$ cat src/gpio_pkg.sv
package gpio_pkg;

  // ==========================================================
  // Port geometry and timing
  // ==========================================================
  localparam int PORT_WIDTH = 8;
  // Active-high drive time after a rising output, in core clocks.
  localparam int HIGH_DRIVE_CLOCKS = 2;
  // Mode 0 shift clock divides the core clock by this figure.
  localparam int SHIFT_CLOCK_DIVIDE = 12;
  localparam int HALF_DIVIDE = SHIFT_CLOCK_DIVIDE / 2;

  // ==========================================================
  // Port 3 bit positions used by the serial port
  // ==========================================================
  localparam int PORT3_BIT0_POS = 0;
  localparam int PORT3_BIT1_POS = 1;

  // ==========================================================
  // Reset values
  // ==========================================================
  localparam logic [7:0] LATCH_RESET = 8'hFF;
  localparam logic [1:0] MODE_RESET = 2'h0;
  localparam logic [8:0] SHIFT_RESET = 9'h1FF;

  // ==========================================================
  // Serial modes and transmitter states
  // ==========================================================
  typedef enum logic [1:0] {
    SER_MODE0,
    SER_MODE1,
    SER_MODE2,
    SER_MODE3
  } ser_mode_e;

  typedef enum logic [1:0] {
    TX_IDLE,
    TX_SHIFT,
    TX_STOP
  } tx_state_e;

  // Shift clock phase count width.
  localparam int DIV_WIDTH = 4;
  localparam logic [3:0] HALF_DIVIDE_LAST = 4'(HALF_DIVIDE - 1);
  localparam logic [3:0] TX_BITS = 4'h8;

endpackage : gpio_pkg

$ cat src/gpio_port_pad_ctrl.sv
// Functional notes
// - Pad driver on while drive select is 0, input buffer while 1.
// - Output 0 driven low; output 1 held by weak pullup.
// - Rising output drives high for two clocks, then releases.
// - Drive select is output line AND its two-clock delayed copy.
// - Input use needs output line at 1; source must beat pullup.
// - Pullup disable turns pullups off; high output floats after drive.
// - Reset leaves every pin input with pullups enabled.
// - Port 3 alternate inputs come straight from pad input, still readable.
// - Port 3 output line is alternate output AND latch; unused alternate is 1.
// - Port 3 bits 0 and 1 float after clock starts until changed; here they start as pulled-up inputs like every other pin.
// - Mode 0: data on bit 0, core clock over 12 on bit 1.
// - Modes 1-3: receive on bit 0, transmit on bit 1, full duplex.
// - Buffer access starts transmit; otherwise alternates stay at 1.
// - Reception only while receive allow is 1.
module gpio_port_pad_ctrl #(
  parameter int WIDTH = gpio_pkg::PORT_WIDTH
) (
  input wire logic clk_in,
  input wire logic rst_in,
  input wire logic pullup_disable_in,
  input wire logic [WIDTH-1:0] port1_latch_wr_in,
  input wire logic port1_latch_we_in,
  input wire logic [WIDTH-1:0] port3_latch_wr_in,
  input wire logic port3_latch_we_in,
  input wire logic [1:0] serial_mode_in,
  input wire logic receive_allow_in,
  input wire logic serial_buffer_reg_write_in,
  input wire logic [7:0] serial_buffer_reg_data_in,
  input wire logic [WIDTH-1:0] port1_pad_input_line_in,
  input wire logic [WIDTH-1:0] port3_pad_input_line_in,
  output logic [WIDTH-1:0] port1_pad_oe_out,
  output logic [WIDTH-1:0] port1_pad_data_out,
  output logic [WIDTH-1:0] port1_pad_drive_select_out,
  output logic [WIDTH-1:0] port3_pad_oe_out,
  output logic [WIDTH-1:0] port3_pad_data_out,
  output logic [WIDTH-1:0] port3_pad_drive_select_out,
  output logic pullup_on_out,
  output logic [WIDTH-1:0] port1_pin_read_out,
  output logic [WIDTH-1:0] port3_pin_read_out,
  output logic serial_rx_data_out,
  output logic serial_tx_busy_out
);

  // ==========================================================
  // Latches and line assembly
  // ==========================================================
  logic [WIDTH-1:0] port1_special_function_latch;
  logic [WIDTH-1:0] port3_special_function_latch;
  logic [WIDTH-1:0] port3_alt_out;
  logic [WIDTH-1:0] port3_out_line;
  logic [WIDTH-1:0] p1_pullup;
  logic [WIDTH-1:0] p3_pullup;
  logic alt_bit0;
  logic alt_bit1;

  // Latches reset to 1 so every pin comes up as an input, which also
  // leaves port 3 bits 0 and 1 as pulled-up inputs once the clock runs.
  always_ff @(posedge clk_in or posedge rst_in)
  begin
    if (rst_in)
    begin
      port1_special_function_latch <= gpio_pkg::LATCH_RESET;
      port3_special_function_latch <= gpio_pkg::LATCH_RESET;
    end
    else
    begin
      if (port1_latch_we_in)
      begin
        port1_special_function_latch <= port1_latch_wr_in;
      end
      if (port3_latch_we_in)
      begin
        port3_special_function_latch <= port3_latch_wr_in;
      end
    end
  end

  // Only bits 0 and 1 have alternates here; the rest idle at 1.
  always_comb
  begin
    port3_alt_out = '1;
    port3_alt_out[gpio_pkg::PORT3_BIT0_POS] = alt_bit0;
    port3_alt_out[gpio_pkg::PORT3_BIT1_POS] = alt_bit1;
  end

  assign port3_out_line = port3_alt_out & port3_special_function_latch;

  // ==========================================================
  // Serial alternate functions
  // ==========================================================
  serial_pins u_serial (
    .clk_in(clk_in),
    .rst_in(rst_in),
    .serial_mode_in(serial_mode_in),
    .receive_allow_in(receive_allow_in),
    .buffer_write_in(serial_buffer_reg_write_in),
    .buffer_data_in(serial_buffer_reg_data_in),
    .rx_pin_in(port3_pad_input_line_in[gpio_pkg::PORT3_BIT0_POS]),
    .alt_bit0_out(alt_bit0),
    .alt_bit1_out(alt_bit1),
    .rx_data_out(serial_rx_data_out),
    .tx_busy_out(serial_tx_busy_out)
  );

  // ==========================================================
  // Pads
  // ==========================================================
  // One pad cell per bit on each port; both share the same delay logic.
  generate
    for (genvar i = 0; i < WIDTH; i++)
    begin : g_pads
      pad_bit u_p1 (
        .clk_in(clk_in),
        .rst_in(rst_in),
        .out_line_in(port1_special_function_latch[i]),
        .pullup_disable_in(pullup_disable_in),
        .pad_drive_select_out(port1_pad_drive_select_out[i]),
        .pad_oe_out(port1_pad_oe_out[i]),
        .pad_data_out(port1_pad_data_out[i]),
        .pullup_on_out(p1_pullup[i])
      );
      pad_bit u_p3 (
        .clk_in(clk_in),
        .rst_in(rst_in),
        .out_line_in(port3_out_line[i]),
        .pullup_disable_in(pullup_disable_in),
        .pad_drive_select_out(port3_pad_drive_select_out[i]),
        .pad_oe_out(port3_pad_oe_out[i]),
        .pad_data_out(port3_pad_data_out[i]),
        .pullup_on_out(p3_pullup[i])
      );
    end
  endgenerate

  // Pullup control is common to both ports; bit 0 of port 1 carries it.
  assign pullup_on_out = p1_pullup[0];

  // Software reads the pins as seen at the pad, alternates or not.
  always_ff @(posedge clk_in or posedge rst_in)
  begin
    if (rst_in)
    begin
      port1_pin_read_out <= '1;
      port3_pin_read_out <= '1;
    end
    else
    begin
      port1_pin_read_out <= port1_pad_input_line_in;
      port3_pin_read_out <= port3_pad_input_line_in;
    end
  end

  // ==========================================================
  // Checks
  // ==========================================================
  AST_P3_AND: assert property (@(posedge clk_in) disable iff (rst_in)
    !port3_special_function_latch[gpio_pkg::PORT3_BIT0_POS] |=>
      port3_pad_oe_out[gpio_pkg::PORT3_BIT0_POS]
      && !port3_pad_data_out[gpio_pkg::PORT3_BIT0_POS])
    else $error("Port 3 latch at 0 did not drive the pin low.");
  AST_PULLUP: assert property (@(posedge clk_in) disable iff (rst_in)
    pullup_disable_in ##1 pullup_disable_in |-> !pullup_on_out)
    else $error("Pullups stayed on while disabled.");
  AST_PULLUP_SHARED: assert property (@(posedge clk_in) disable iff (rst_in)
    p1_pullup == {WIDTH{pullup_on_out}} && p3_pullup == {WIDTH{pullup_on_out}})
    else $error("Pullup control differs between pads.");
  AST_READBACK: assert property (@(posedge clk_in) disable iff (rst_in)
    port3_pin_read_out == $past(port3_pad_input_line_in))
    else $error("Port 3 pin read differs from the pad input.");
  AST_RESET_INPUT: assert property (@(posedge clk_in)
    $fell(rst_in) |-> port1_pad_oe_out == '0 && port3_pad_oe_out == '0 && pullup_on_out)
    else $error("Pins were not inputs with pullups after reset.");
  AST_MODE0_CLOCK: assert property (@(posedge clk_in) disable iff (rst_in)
    serial_mode_in == 2'h0 && serial_tx_busy_out && port3_special_function_latch[1]
      && $fell(alt_bit1) |=> port3_pad_oe_out[1] && !port3_pad_data_out[1])
    else $error("Shift clock missing on port 3 bit 1.");
  COV_P1_OUT: cover property (@(posedge clk_in) disable iff (rst_in)
    $fell(port1_special_function_latch[0]));
  COV_DUPLEX: cover property (@(posedge clk_in) disable iff (rst_in)
    serial_tx_busy_out && receive_allow_in && serial_mode_in != 2'h0);

endmodule : gpio_port_pad_ctrl

$ cat src/pad_bit.sv
// ============================================================
// One port pad: output line, delayed copy and drive select.
// ============================================================
module pad_bit #(
  parameter int DELAY = gpio_pkg::HIGH_DRIVE_CLOCKS
) (
  input wire logic clk_in,
  input wire logic rst_in,
  input wire logic out_line_in,
  input wire logic pullup_disable_in,
  output logic pad_drive_select_out,
  output logic pad_oe_out,
  output logic pad_data_out,
  output logic pullup_on_out
);

  logic [DELAY-1:0] delay_line;
  logic out_line;

  // Register the output line and its delay chain; reset leaves both at 1 so
  // the pin starts in input mode.
  always_ff @(posedge clk_in or posedge rst_in)
  begin
    if (rst_in)
    begin
      out_line <= 1'b1;
      delay_line <= '1;
    end
    else
    begin
      out_line <= out_line_in;
      delay_line <= {delay_line[DELAY-2:0], out_line_in};
    end
  end

  // Select rises two clocks after the output line rises.
  always_ff @(posedge clk_in or posedge rst_in)
  begin
    if (rst_in)
    begin
      pad_drive_select_out <= 1'b1;
      pad_oe_out <= 1'b0;
      pad_data_out <= 1'b1;
      pullup_on_out <= 1'b1;
    end
    else
    begin
      // The oldest tap is the line two clocks back, so the kick lasts two clocks.
      pad_drive_select_out <= out_line_in & delay_line[DELAY-1];
      // Driver on while select is 0: low for a 0, high during the kick.
      pad_oe_out <= ~(out_line_in & delay_line[DELAY-1]);
      pad_data_out <= out_line_in;
      pullup_on_out <= ~pullup_disable_in;
    end
  end

  AST_KICK_LENGTH: assert property (@(posedge clk_in) disable iff (rst_in)
    $rose(out_line) && !$past(out_line, 2) |->
      pad_oe_out && pad_data_out ##1 pad_oe_out ##1 !pad_oe_out || !out_line)
    else $error("High drive after a rising output did not last two clocks.");
  AST_SELECT_AND: assert property (@(posedge clk_in) disable iff (rst_in)
    pad_drive_select_out == (out_line && $past(out_line, 2)))
    else $error("Drive select is not the AND of the line and its delayed copy.");
  AST_OE_INVERSE: assert property (@(posedge clk_in) disable iff (rst_in)
    pad_oe_out == !pad_drive_select_out)
    else $error("Output enable disagrees with the drive select.");
  AST_NO_HIGH_HOLD: assert property (@(posedge clk_in) disable iff (rst_in)
    (out_line [*3]) |-> !pad_oe_out)
    else $error("Pad kept actively driving a steady high.");
  COV_KICK: cover property (@(posedge clk_in) disable iff (rst_in) $rose(out_line) ##2 !pad_oe_out);

endmodule : pad_bit

$ cat src/serial_pins.sv
// ============================================================
// Serial port alternate outputs onto port 3 bits 0 and 1.
// ============================================================
module serial_pins (
  input wire logic clk_in,
  input wire logic rst_in,
  input wire logic [1:0] serial_mode_in,
  input wire logic receive_allow_in,
  input wire logic buffer_write_in,
  input wire logic [7:0] buffer_data_in,
  input wire logic rx_pin_in,
  output logic alt_bit0_out,
  output logic alt_bit1_out,
  output logic rx_data_out,
  output logic tx_busy_out
);

  gpio_pkg::tx_state_e state;
  logic [8:0] shifter;
  logic [3:0] bit_count;
  logic [3:0] div_count;
  logic shift_clock;
  logic mode0;

  assign mode0 = (serial_mode_in == 2'(gpio_pkg::SER_MODE0));

  // Core clock divided by twelve; a phase toggles every six clocks.
  always_ff @(posedge clk_in or posedge rst_in)
  begin
    if (rst_in)
    begin
      div_count <= '0;
      shift_clock <= 1'b1;
    end
    else if (state == gpio_pkg::TX_IDLE)
    begin
      div_count <= '0;
      shift_clock <= 1'b1;
    end
    else if (div_count == gpio_pkg::HALF_DIVIDE_LAST)
    begin
      div_count <= '0;
      shift_clock <= ~shift_clock;
    end
    else
    begin
      div_count <= div_count + 4'h1;
    end
  end

  // Transmitter: idle line is 1 so the pins remain general outputs.
  // Every mode here shifts at the divided clock; baud control is elsewhere.
  always_ff @(posedge clk_in or posedge rst_in)
  begin
    if (rst_in)
    begin
      state <= gpio_pkg::TX_IDLE;
      shifter <= gpio_pkg::SHIFT_RESET;
      bit_count <= '0;
    end
    else
    begin
      case (state)
        gpio_pkg::TX_IDLE:
        begin
          if (buffer_write_in)
          begin
            shifter <= mode0 ? {1'b1, buffer_data_in} : {buffer_data_in, 1'b0};
            bit_count <= '0;
            state <= gpio_pkg::TX_SHIFT;
          end
        end
        gpio_pkg::TX_SHIFT:
        begin
          if (div_count == gpio_pkg::HALF_DIVIDE_LAST && !shift_clock)
          begin
            shifter <= {1'b1, shifter[8:1]};
            bit_count <= bit_count + 4'h1;
            if (bit_count == gpio_pkg::TX_BITS)
            begin
              state <= gpio_pkg::TX_STOP;
            end
          end
        end
        gpio_pkg::TX_STOP:
        begin
          shifter <= gpio_pkg::SHIFT_RESET;
          state <= gpio_pkg::TX_IDLE;
        end
        default:
        begin
          state <= gpio_pkg::TX_IDLE;
        end
      endcase
    end
  end

  // Route alternates: mode 0 puts data on bit 0 and clock on bit 1.
  always_ff @(posedge clk_in or posedge rst_in)
  begin
    if (rst_in)
    begin
      alt_bit0_out <= 1'b1;
      alt_bit1_out <= 1'b1;
      rx_data_out <= 1'b1;
      tx_busy_out <= 1'b0;
    end
    else
    begin
      alt_bit0_out <= mode0 ? shifter[0] : 1'b1;
      alt_bit1_out <= mode0 ? shift_clock : shifter[0];
      // Receive path only sees the pin while reception is allowed.
      rx_data_out <= receive_allow_in ? rx_pin_in : 1'b1;
      tx_busy_out <= (state != gpio_pkg::TX_IDLE);
    end
  end

  AST_IDLE_HIGH: assert property (@(posedge clk_in) disable iff (rst_in)
    (state == gpio_pkg::TX_IDLE && !buffer_write_in) [*2] |=> alt_bit0_out && alt_bit1_out)
    else $error("Alternate outputs left 1 without a buffer access.");
  AST_RX_BLOCKED: assert property (@(posedge clk_in) disable iff (rst_in)
    !receive_allow_in |=> rx_data_out)
    else $error("Receive path disturbed while reception is off.");
  AST_DIV_PERIOD: assert property (@(posedge clk_in) disable iff (rst_in)
    $rose(shift_clock) && state == gpio_pkg::TX_SHIFT |=>
      shift_clock [*5] ##1 !shift_clock)
    else $error("Shift clock half period is not six core clocks.");
  COV_TX: cover property (@(posedge clk_in) disable iff (rst_in)
    buffer_write_in && state == gpio_pkg::TX_IDLE);
  COV_RX: cover property (@(posedge clk_in) disable iff (rst_in)
    receive_allow_in && !rx_pin_in);

endmodule : serial_pins
$ cat config.mk
export PLATFORM = sky130hd
export DESIGN_NAME = gpio_port_pad_ctrl
export DESIGN_NICKNAME = d
export VERILOG_FILES = /design/src/gpio_pkg.sv /design/src/gpio_port_pad_ctrl.sv /design/src/pad_bit.sv /design/src/serial_pins.sv
export SDC_FILE = /design/constraint.sdc
export NUM_CORES = 1
export LEC_CHECK = 0
export BUFFER_PORTS_ARGS = -buffer_cell sky130_fd_sc_hd__buf_2
export CAP_MARGIN = 10
export CORE_ASPECT_RATIO = 1.2
export CORE_UTILIZATION = 31
export DETAILED_ROUTE_END_ITERATION = 7
export PLACE_DENSITY = 0.56
export SYNTH_ARGS = -nofsm -noshare
export SYNTH_HDL_FRONTEND = slang
export SYNTH_HIERARCHICAL = 1
export SYNTH_SLANG_ARGS = --single-unit
$ cat constraint.sdc
create_clock -name clk_in -period 2.3 [get_ports clk_in]
set_input_delay 0.115 -clock clk_in [delete_from_list [all_inputs] [get_ports clk_in]]
set_output_delay 0.115 -clock clk_in [all_outputs]
set_load 0.005 [all_outputs]
==> impl_metrics.prom, run 1 <==
# TYPE chip_impl_metric gauge
chip_impl_metric{name="netlist_instances",unit=""} 309
chip_impl_metric{name="cts_made_buffers",unit=""} 17
chip_impl_metric{name="chipWidth",unit="µm"} 111
chip_impl_metric{name="detail_route.iter0.violations",unit=""} 150
chip_impl_metric{name="layout_worst_path_cycle_share",unit="%"} 88.0
chip_impl_metric{name="fill_cell_count",unit=""} 1293
chip_impl_metric{name="overall_routed_net_length",unit="µm"} 9360
chip_impl_metric{name="hold_ws",unit="ns"} 0.0436
chip_impl_metric{name="power.clock.fraction",unit="%"} 39.1
chip_impl_metric{name="timing_worst_slew_pin_value",unit="ns"} 0.785
chip_impl_info{name="kind_of_end_point_of_the_critical_path",value="flop"} 1
chip_impl_metric{name="die_footprint",unit="mm²"} 0.0147
chip_impl_metric{name="timing.fmax",unit="MHz"} 494
chip_impl_metric{name="detail_route.drc_violations",unit=""} 0
chip_impl_metric{name="setup_tns",unit="ns"} 0
chip_impl_metric{name="fraction_of_layout_instances_using_a_drive_strength_above_1",unit="%"} 55.2
chip_impl_metric{name="report.final.slew_viol_count",unit=""} 0
chip_impl_info{name="cts_tree",value="built"} 1
chip_impl_metric{name="effective_utilization_at_floorplan",unit="%"} 31.9
chip_impl_metric{name="clock_path_buffers",unit=""} 2
chip_impl_metric{name="mappedNetlistArea",unit="mm²"} 0.00441
chip_impl_metric{name="synthesis.area_per_instance",unit="µm²"} 14.3
chip_impl_info{name="outcome",value="complete, no violations"} 1
chip_impl_metric{name="cell_internal_pwr",unit="µW"} 4610
chip_impl_metric{name="critical_path_peak_fanout",unit=""} 18
chip_impl_metric{name="switching_share",unit="%"} 26.5
chip_impl_info{name="setup.worst_path.class",value="flop to flop"} 1
chip_impl_metric{name="num-nets-final",unit=""} 531
chip_impl_metric{name="clock_latency_of_the_later_clocked_register_in_the_worst_skew_pair",unit="ns"} 0.40
chip_impl_metric{name="power_frac_seq",unit="%"} 44.1
chip_impl_metric{name="critical_path_arrival",unit="ns"} 2.33
chip_impl_metric{name="drv.max_cap_violation_count",unit=""} 0
chip_impl_metric{name="max_slew_headroom",unit="%"} 47.6
chip_impl_metric{name="final_core_area_utilization",unit="%"} 44.2
chip_impl_metric{name="power_frac_comb",unit="%"} 16.8
chip_impl_metric{name="worst_ir_drop_vdd",unit="V"} 0.000599
chip_impl_metric{name="io-pin-count",unit=""} 116
chip_impl_metric{name="grt.total_usage",unit="%"} 13.9
chip_impl_metric{name="cts_max_level",unit=""} 4
chip_impl_info{name="hp-class",value="input pin to flop"} 1
chip_impl_metric{name="final.setup_skew",unit="ns"} 0.00519
chip_impl_metric{name="hold_viol_final",unit=""} 0
chip_impl_metric{name="grt_max_degree",unit=""} 22
chip_impl_metric{name="report.final.setup_viol",unit=""} 0
chip_impl_info{name="rsz0062_at_grt",value="no"} 1
chip_impl_metric{name="power.density",unit="mW/mm²"} 1030
chip_impl_metric{name="floorplan.core_area",unit="mm²"} 0.0138
chip_impl_metric{name="cts.clk_slew.worst_paths",unit="ns"} 0.05
chip_impl_info{name="timing.critical_path.from_type",value="flop"} 1
chip_impl_metric{name="power.static_leakage",unit="µW"} 0.00280
chip_impl_metric{name="area.growth.synth_to_final",unit="%"} 38.6
chip_impl_metric{name="detail_route.vias_per_cell",unit=""} 4.36
chip_impl_metric{name="wirelength_per_cell",unit="µm"} 14.2
chip_impl_metric{name="fp.dieH",unit="µm"} 133
chip_impl_metric{name="global_route_wire_length_before_repair",unit="µm"} 15600
chip_impl_metric{name="grt-ovfl-total",unit=""} 0
chip_impl_metric{name="placementRows",unit=""} 47
chip_impl_metric{name="insertedDiodeCount",unit=""} 0
chip_impl_metric{name="switching_power",unit="µW"} 1660
chip_impl_metric{name="p_total",unit="µW"} 6270
chip_impl_info{name="clk_root_buffer_cell",value="clkbuf_16"} 1
chip_impl_metric{name="antenna_found_initial",unit=""} 0
chip_impl_metric{name="gpl.final_weighted_congestion",unit=""} 0.769
chip_impl_metric{name="drt.antenna.violating_nets",unit=""} 0
chip_impl_metric{name="io_buffer_count",unit=""} 115
chip_impl_metric{name="clkSinkCount",unit=""} 121
chip_impl_metric{name="fin_crit",unit="ns"} 2.03
chip_impl_metric{name="synth.net_count",unit=""} 366
chip_impl_metric{name="timing.critical_path.required",unit="ns"} 2.60
chip_impl_metric{name="drt_pre_antenna_iters",unit=""} 4
chip_impl_metric{name="vias",unit=""} 2869
chip_impl_metric{name="grt_pass1_vias",unit=""} 3095
chip_impl_metric{name="yosysWarningCount",unit=""} 6
chip_impl_metric{name="detailedPlacementHpwl",unit="µm"} 6550
## metrics by stage
step,instances,instance area [µm²],setup slack (ns)
CTS,658,6110,0.160
detailed placement,588,5170,0.165
finish,658,6110,0.275
global placement,588,5170,0.299
floorplan,309,4410,0.549
global route,658,6110,0.151
## metal layers
metal | up-vias | track usage (%) | wire (µm)
li1 | 1354 | - | -
met4 | 0 | 6.00 | 107
met2 | 93 | 22.6 | 4540
met5 | - | 0 | 0
met3 | 9 | 4.90 | 532
met1 | 1413 | 16.6 | 4180
## worst max-delay path, cell delays in order, from the launching register on
cell and delay, ns:
dfrtp_1 0.40, inv_1 0.10, ha_1 0.31, nor2b_1 0.21, a211o_2 0.49, o41ai_2 0.41
## flip-flops by register name, indices dropped and copies added (netlist names), 8 cells and up
register	flops
port3_pin_read_out	8
port3_special_function_latch	8
port1_pin_read_out	8
u_serial/shifter	9
port1_special_function_latch	8
g_pads.u_p3/delay_line	16
g_pads.u_p1/delay_line	16
g_pads.u_p3/pad_oe_out	8
g_pads.u_p3/pad_drive_select_out	8
g_pads.u_p1/pad_drive_select_out	8
g_pads.u_p1/pad_oe_out	8
## repair_timing
item	in CTS	in global routing
resized for setup	0	1
hold endpoints to repair	55	0
hold buffers	38	0
endpoints found under the setup margin	0	5
buffers inserted	0	0
## layout by cell type (no fill, tap or decap), types with 4 or more instances in the layout
cell / n
inv_1: 27
dfstp_2: 94
o21ai_0: 5
clkbuf_16: 17
buf_2: 115
a21oi_1: 10
nor2_1: 8
o41ai_2: 7
ha_1: 8
nand2_1: 30
nor3_1: 19
clkinvlp_4: 5
dfrtp_1: 27
nand3_1: 6
mux2_4: 16
and2_1: 18
dlygate4sd3_1: 38
nand2b_1: 4
## final cells by class
type,count,area [µm²],share of cell area [%]
inverter,27,101,1.66
clock inverter,11,100,1.64
sequential,121,3150,51.5
clock buffer,21,460,7.53
multi-input combinational,151,1100,18.0
tap,171,214,3.50
timing repair buffer,156,991,16.2
## path summary, 6_finish.rpt
path                                                   startpoint  slack (ns)  cells after the start                                     end
max                                 u_serial/state[0]$_DFFE_PP0P_        0.27                      5         u_serial/shifter[5]$_DFFE_PP1P_
min                                    serial_buffer_reg_write_in        0.04                      3           u_serial/state[0]$_DFFE_PP0P_
max reg2reg                         u_serial/state[0]$_DFFE_PP0P_        0.27                      5         u_serial/shifter[5]$_DFFE_PP1P_
min reg2reg                g_pads[5].u_p1/delay_line[0]$_DFF_PP1_        0.36                      0  g_pads[5].u_p1/delay_line[1]$_DFF_PP1_
max in group asynchronous                                  rst_in        1.01                      4         u_serial/shifter[3]$_DFFE_PP1P_
min in group asynchronous                                  rst_in        0.34                      3     g_pads[3].u_p3/pad_oe_out$_DFF_PP0_
## power groups by stage
stage / registers (µW) / clock network, µW / logic, µW
finish: 2760 / 2450 / 1050
global placement: 2780 / 0 / 975
global route: 2800 / 2640 / 1180
floorplan: 2760 / 0 / 703
detailed placement: 2790 / 0 / 1010
CTS: 2770 / 2530 / 1070
No activity file was read; power rests on OpenSTA's default activity.
==> inputs of run 2 (changes only) <==
- ABC_AREA: default -> 1
==> impl_metrics.prom, run 2 <==
# TYPE chip_impl_metric gauge
chip_impl_metric{name="antenna_found_initial",unit=""} 0
chip_impl_metric{name="final.setup_skew",unit="ns"} 0.00572
chip_impl_metric{name="numPlacedInstances",unit=""} 693
chip_impl_metric{name="num-nets-final",unit=""} 647
chip_impl_info{name="crit_path_cell_trace",value="inv_1 -> ha_1 -> clkinv_1 -> nand3_1 -> nand2_1 -> nand3_1 -> nand2_1"} 1
chip_impl_metric{name="critical_path_peak_fanout",unit=""} 9
chip_impl_info{name="outcome",value="finished, violations left"} 1
chip_impl_metric{name="yosysWarningCount",unit=""} 6
chip_impl_info{name="violated_checks",value="design-rule violations"} 1
chip_impl_metric{name="p_total",unit="µW"} 6310
chip_impl_metric{name="detail_route.drc_violations",unit=""} 24
chip_impl_info{name="cp_top_delay_family",value="adder cells"} 1
chip_impl_metric{name="critPathBufInv",unit=""} 2
chip_impl_info{name="cts_tree",value="built"} 1
chip_impl_metric{name="grt_pass1_vias",unit=""} 3347
chip_impl_metric{name="critical_path_arrival",unit="ns"} 1.97
chip_impl_metric{name="mappedNetlistArea",unit="mm²"} 0.00442
chip_impl_metric{name="postCtsResizedCells",unit=""} 0
chip_impl_info{name="layout.cells.most_common_list",value="nand2_1 (148), buf_2 (115), dfstp_2 (94)"} 1
chip_impl_metric{name="floorplan.core_area",unit="mm²"} 0.0139
chip_impl_metric{name="die_footprint",unit="mm²"} 0.0147
chip_impl_metric{name="grt_max_degree",unit=""} 32
chip_impl_metric{name="gpl.final_weighted_congestion",unit=""} 0.770
chip_impl_metric{name="report.final.setup_viol",unit=""} 0
chip_impl_metric{name="detailedPlacementHpwl",unit="µm"} 6480
chip_impl_metric{name="netlist_instances",unit=""} 408
chip_impl_info{name="clk_root_buffer_cell",value="clkbuf_16"} 1
chip_impl_metric{name="cts_made_buffers",unit=""} 17
chip_impl_info{name="kind_of_end_point_of_the_critical_path",value="flop"} 1
chip_impl_metric{name="fp.dieH",unit="µm"} 133
chip_impl_metric{name="chipWidth",unit="µm"} 111
chip_impl_metric{name="report.final.slew_viol_count",unit=""} 0
chip_impl_metric{name="grt.total_usage",unit="%"} 14.1
chip_impl_metric{name="overall_routed_net_length",unit="µm"} 9440
chip_impl_metric{name="max_slew_headroom",unit="%"} 41.1
chip_impl_metric{name="io_buffer_count",unit=""} 115
chip_impl_metric{name="drv.max_cap_violation_count",unit=""} 0
chip_impl_metric{name="effective_utilization_at_floorplan",unit="%"} 31.9
chip_impl_metric{name="detail_route.vias_per_cell",unit=""} 4.19
chip_impl_metric{name="placementRows",unit=""} 47
chip_impl_metric{name="power.density",unit="mW/mm²"} 1000
chip_impl_metric{name="timing.fmax",unit="MHz"} 611
chip_impl_metric{name="area.growth.synth_to_final",unit="%"} 42.6
chip_impl_metric{name="fin_crit",unit="ns"} 1.64
chip_impl_info{name="layout_top_registers",value="g_pads.u_p1/delay_line (16), g_pads.u_p3/delay_line (16), u_serial/shifter (9)"} 1
chip_impl_metric{name="cts_max_level",unit=""} 4
chip_impl_info{name="commonest_non_fill_non_tap_cell_in_the_layout",value="nand2_1"} 1
chip_impl_metric{name="final_core_area_utilization",unit="%"} 45.4
chip_impl_metric{name="setup_tns",unit="ns"} 0
chip_impl_metric{name="drt.antenna.violating_nets",unit=""} 0
chip_impl_metric{name="clock_latency_of_the_later_clocked_register_in_the_worst_skew_pair",unit="ns"} 0.41
chip_impl_metric{name="worst_ir_drop_vdd",unit="V"} 0.000454
chip_impl_metric{name="grt-ovfl-total",unit=""} 0
chip_impl_metric{name="timing_worst_slew_pin_value",unit="ns"} 0.882
chip_impl_metric{name="fraction_of_layout_instances_using_a_drive_strength_above_1",unit="%"} 46.6
chip_impl_info{name="hp-class",value="input pin to flop"} 1
chip_impl_metric{name="clkSinkCount",unit=""} 121
chip_impl_metric{name="synth.net_count",unit=""} 465
chip_impl_metric{name="timing.critical_path.required",unit="ns"} 2.64
chip_impl_metric{name="cts.clk_slew.worst_paths",unit="ns"} 0.05
chip_impl_metric{name="io-pin-count",unit=""} 116
chip_impl_metric{name="vias",unit=""} 3242
chip_impl_info{name="rsz0062_at_grt",value="no"} 1
chip_impl_metric{name="hold_viol_final",unit=""} 0
chip_impl_metric{name="detail_route.iter0.violations",unit=""} 101
chip_impl_metric{name="clock_path_buffers",unit=""} 2
chip_impl_metric{name="drt_pre_antenna_iters",unit=""} 7
chip_impl_info{name="setup.worst_path.class",value="flop to flop"} 1
chip_impl_metric{name="insertedDiodeCount",unit=""} 0
chip_impl_info{name="timing.critical_path.from_type",value="flop"} 1
chip_impl_info{name="critical_path.slowest_cell",value="ha_1"} 1
chip_impl_metric{name="crit_path_max_incr_delay",unit="ns"} 0.44
chip_impl_metric{name="power.static_leakage",unit="µW"} 0.00320
chip_impl_metric{name="wirelength_per_cell",unit="µm"} 12.2
chip_impl_metric{name="final-instance-count-excl-fill",unit=""} 774
chip_impl_metric{name="layout_worst_path_cycle_share",unit="%"} 71.2
chip_impl_metric{name="hold_ws",unit="ns"} 0.0217
chip_impl_metric{name="synthesis.area_per_instance",unit="µm²"} 10.8
chip_impl_metric{name="global_route_wire_length_before_repair",unit="µm"} 15900
==> run 2: timing repair <==
item | CTS | global route
buffers inserted | 0 | 0
endpoints found under the hold margin | 62 | 0
hold buffers | 49 | 0
setup endpoints to repair | 0 | 0
==> run 2: routing by layer <==
metal	share of wire (%)	track usage, %
met1	42	16.4
met3	5.6	5.27
met2	51	23.4
met5	0	0
met4	1.4	5.86
==> run 2: power breakdown <==
| group | switching (µW) | internal [µW] |
|---|---|---|
| clock | 916 | 1780 |
| sequential | 139 | 2530 |
| combinational | 565 | 375 |
| total | 1620 | 4690 |
==> run 2: area by class of cell <==
cell class,count,area [µm²]
timing repair buffer,168,1100
fill,1336,7570
clock buffer,21,470
multi-input combinational,214,981
inverter,68,255
sequential,121,3150
tap,171,214
clock inverter,11,145
==> run 2: final timing paths <==
check | startpoint | end | slack [ns] | depth (start not counted)
min in group asynchronous | rst_in | g_pads[3].u_p3/pad_oe_out$_DFF_PP0_ | 0.41 | 4
max | u_serial/state[0]$_DFFE_PP0P_ | u_serial/shifter[0]$_DFFE_PP1P_ | 0.66 | 7
max reg2reg | u_serial/state[0]$_DFFE_PP0P_ | u_serial/shifter[0]$_DFFE_PP1P_ | 0.66 | 7
min | port1_latch_we_in | port1_special_function_latch[4]$_DFFE_PP1P_ | 0.02 | 3
max in group asynchronous | rst_in | u_serial/alt_bit1_out$_DFF_PP1_ | 1.13 | 4
min reg2reg | g_pads[7].u_p3/delay_line[0]$_DFF_PP1_ | g_pads[7].u_p3/delay_line[1]$_DFF_PP1_ | 0.36 | 0
==> run 2: stage by stage <==
step                      cell area, µm²  setup slack, ns
final                               6310            0.662
after global routing                6310            0.523
after CTS                           6310            0.667
after detailed placement            5200            0.666
after global placement              5200            0.715
after floorplan                     4420            0.918
==> run 2: tightest hold or removal path, cell delays in order <==
cell     delay, ns
buf_2         0.16
nand2_1       0.09
nand2_1       0.06
==> inputs of run 3 (changes only) <==
- ABC_AREA: 1 -> 0
- clock period: 2.3 -> 1.7 ns (I/O delays scaled with it)
==> impl_metrics.prom, run 3 (synthesized netlist as in run 1, its figures left out) <==
# TYPE chip_impl_metric gauge
chip_impl_info{name="outcome",value="complete, no violations"} 1
chip_impl_metric{name="gpl.final_weighted_congestion",unit=""} 0.765
chip_impl_info{name="hp-class",value="input pin to flop"} 1
chip_impl_metric{name="area.growth.synth_to_final",unit="%"} 44.5
chip_impl_metric{name="detail_route.iter0.violations",unit=""} 108
chip_impl_metric{name="placementRows",unit=""} 47
chip_impl_metric{name="detailedPlacementHpwl",unit="µm"} 6350
chip_impl_metric{name="cts.clk_slew.worst_paths",unit="ns"} 0.06
chip_impl_metric{name="num-nets-final",unit=""} 548
chip_impl_metric{name="clock_path_buffers",unit=""} 2
chip_impl_metric{name="clock_latency_of_the_later_clocked_register_in_the_worst_skew_pair",unit="ns"} 0.41
chip_impl_metric{name="timing.fmax",unit="MHz"} 593
chip_impl_metric{name="timing.critical_path.required",unit="ns"} 2.01
chip_impl_metric{name="power.static_leakage",unit="µW"} 0.00294
chip_impl_metric{name="critical_path_peak_fanout",unit=""} 12
chip_impl_metric{name="multi_input_comb_area",unit="mm²"} 0.00116
chip_impl_metric{name="chipWidth",unit="µm"} 111
chip_impl_metric{name="vias",unit=""} 2972
chip_impl_metric{name="io_buffer_count",unit=""} 115
chip_impl_metric{name="fp.dieH",unit="µm"} 133
chip_impl_metric{name="grt.total_usage",unit="%"} 14.1
chip_impl_info{name="layout_top_registers",value="g_pads.u_p1/delay_line (16), g_pads.u_p3/delay_line (16), u_serial/shifter (9)"} 1
chip_impl_info{name="min_from",value="serial_buffer_reg_data_in[2]"} 1
chip_impl_metric{name="critical_path_arrival",unit="ns"} 2.00
chip_impl_metric{name="detail_route.drc_violations",unit=""} 0
chip_impl_info{name="crit_path_cell_trace",value="inv_1 -> ha_2 -> nand4bb_1 -> a211o_1 -> buf_12 -> o41ai_4"} 1
chip_impl_metric{name="cts_max_level",unit=""} 4
chip_impl_info{name="clk_root_buffer_cell",value="clkbuf_16"} 1
chip_impl_metric{name="drt.antenna.violating_nets",unit=""} 0
chip_impl_info{name="timing.critical_path.from_type",value="flop"} 1
chip_impl_metric{name="io-pin-count",unit=""} 116
chip_impl_metric{name="grt-ovfl-total",unit=""} 0
chip_impl_info{name="cts_tree",value="built"} 1
chip_impl_info{name="commonest_non_fill_non_tap_cell_in_the_layout",value="buf_2"} 1
chip_impl_metric{name="final-instance-count-excl-fill",unit=""} 675
chip_impl_metric{name="clkSinkCount",unit=""} 121
chip_impl_metric{name="crit_path_max_incr_delay",unit="ns"} 0.38
chip_impl_metric{name="floorplan.core_area",unit="mm²"} 0.0138
chip_impl_metric{name="critPathBufInv",unit=""} 2
chip_impl_metric{name="drt_pre_antenna_iters",unit=""} 4
chip_impl_info{name="startpoint",value="u_serial/div_count[1]$_DFF_PP0_"} 1
chip_impl_metric{name="fill_cell_count",unit=""} 1238
chip_impl_metric{name="timing_worst_slew_pin_value",unit="ns"} 0.397
chip_impl_metric{name="design_area",unit="mm²"} 0.00637
chip_impl_metric{name="final.setup_skew",unit="ns"} 0.00832
chip_impl_metric{name="power.density",unit="mW/mm²"} 1440
chip_impl_metric{name="layout_worst_path_cycle_share",unit="%"} 99.2
chip_impl_metric{name="fraction_of_layout_instances_using_a_drive_strength_above_1",unit="%"} 57.5
chip_impl_metric{name="grt_pass1_vias",unit=""} 3224
chip_impl_metric{name="hold_ws",unit="ns"} 0.0380
chip_impl_info{name="kind_of_end_point_of_the_critical_path",value="flop"} 1
chip_impl_metric{name="detail_route.vias_per_cell",unit=""} 4.40
chip_impl_metric{name="placed_area",unit="mm²"} 0.00527
chip_impl_metric{name="drv.max_cap_violation_count",unit=""} 0
chip_impl_metric{name="max_slew_headroom",unit="%"} 73.4
chip_impl_metric{name="fin_crit",unit="ns"} 1.69
chip_impl_metric{name="hold_viol_final",unit=""} 0
chip_impl_metric{name="die_footprint",unit="mm²"} 0.0147
chip_impl_metric{name="effective_utilization_at_floorplan",unit="%"} 31.9
chip_impl_metric{name="register_area",unit="mm²"} 0.00315
chip_impl_metric{name="insertedDiodeCount",unit=""} 0
chip_impl_info{name="critical_path.slowest_cell",value="dfrtp_1"} 1
chip_impl_metric{name="wirelength_per_cell",unit="µm"} 14.2
chip_impl_metric{name="overall_routed_net_length",unit="µm"} 9560
chip_impl_metric{name="antenna_found_initial",unit=""} 0
chip_impl_metric{name="grt_max_degree",unit=""} 30
chip_impl_metric{name="report.final.slew_viol_count",unit=""} 0
chip_impl_metric{name="global_route_wire_length_before_repair",unit="µm"} 15800
chip_impl_info{name="layout.cells.most_common_list",value="buf_2 (115), dfstp_2 (94), dlygate4sd3_1 (40)"} 1
chip_impl_metric{name="report.final.setup_viol",unit=""} 0
chip_impl_info{name="cp_top_delay_family",value="compound AO/OA/AOI/OAI gates"} 1
chip_impl_metric{name="numPlacedInstances",unit=""} 599
chip_impl_info{name="setup.worst_path.class",value="flop to flop"} 1
chip_impl_metric{name="cts_made_buffers",unit=""} 17
chip_impl_info{name="rr_startpoint",value="u_serial/div_count[1]$_DFF_PP0_"} 1
chip_impl_metric{name="worst_ir_drop_vdd",unit="V"} 0.000987
chip_impl_info{name="rsz0062_at_grt",value="yes"} 1
[run 3: area by class of cell]
class | instances | area share [%]
Sequential cell | 121 | 49.4
Multi-Input combinational cell | 151 | 18.2
Timing Repair Buffer | 173 | 18.0
Clock buffer | 17 | 6.68
Tap cell | 171 | 3.36
Clock inverter | 15 | 2.77
Inverter | 27 | 1.59
[run 3: timing repair]
action	CTS	global route
endpoints found under the hold margin	114	0
setup endpoints to repair	5	8
setup buffers	4	0
gates resized for setup	4	3
hold buffers	40	0
pin swaps	1	0
[run 3: worst register-to-register path, cell delays in order (launching register included)]
cell       delay [ns]
dfrtp_1          0.38
inv_1            0.06
ha_2             0.18
nand4bb_1        0.15
a211o_1          0.33
buf_12           0.17
o41ai_4          0.34
[run 3: stage by stage]
stage	util [%]	setup slack, ns	power (µW)	setup TNS, ns
floorplan	-	0.00962	4710	0
global placement	38.2	0.0322	5230	0
detailed placement	38.2	-0.0446	5300	-0.147
CTS	46.0	0.00260	9260	0
global route	46.1	-0.101	9650	-0.469
finish	46.1	0.0132	9190	0
[run 3: path summary, 6_finish.rpt]
| kind | cells past startpoint | slack (ns) | to |
|---|---|---|---|
| worst min register to register | 0 | 0.36 | g_pads[0].u_p3/delay_line[1]$_DFF_PP1_ |
| max in group asynchronous | 4 | 0.82 | port3_pin_read_out[0]$_DFF_PP1_ |
| worst max-delay path | 6 | 0.01 | u_serial/shifter[6]$_DFFE_PP1P_ |
| min in group asynchronous | 3 | 0.30 | g_pads[5].u_p3/pad_oe_out$_DFF_PP0_ |
| worst min-delay path | 3 | 0.04 | u_serial/shifter[2]$_DFFE_PP1P_ |
| worst max register to register | 6 | 0.01 | u_serial/shifter[6]$_DFFE_PP1P_ |
[run 3: power breakdown]
| part | leakage, µW | switching, µW | internal [µW] | total [µW] |
|---|---|---|---|---|
| Sequential | 0.00130 | 215 | 3510 | 3720 |
| Clock | 0.000289 | 1320 | 2300 | 3620 |
| Combinational | 0.00135 | 920 | 931 | 1850 |
| Total | 0.00294 | 2450 | 6740 | 9190 |
[run 3: routing by layer]
metal / GRT usage, % / share of wire (%) / up-vias
met5: 0 / 0 / -
met4: 7.56 / 2.5 / 0
met3: 4.95 / 5.7 / 17
met1: 16.0 / 42 / 1468
li1: - / - / 1389
met2: 23.2 / 50 / 98
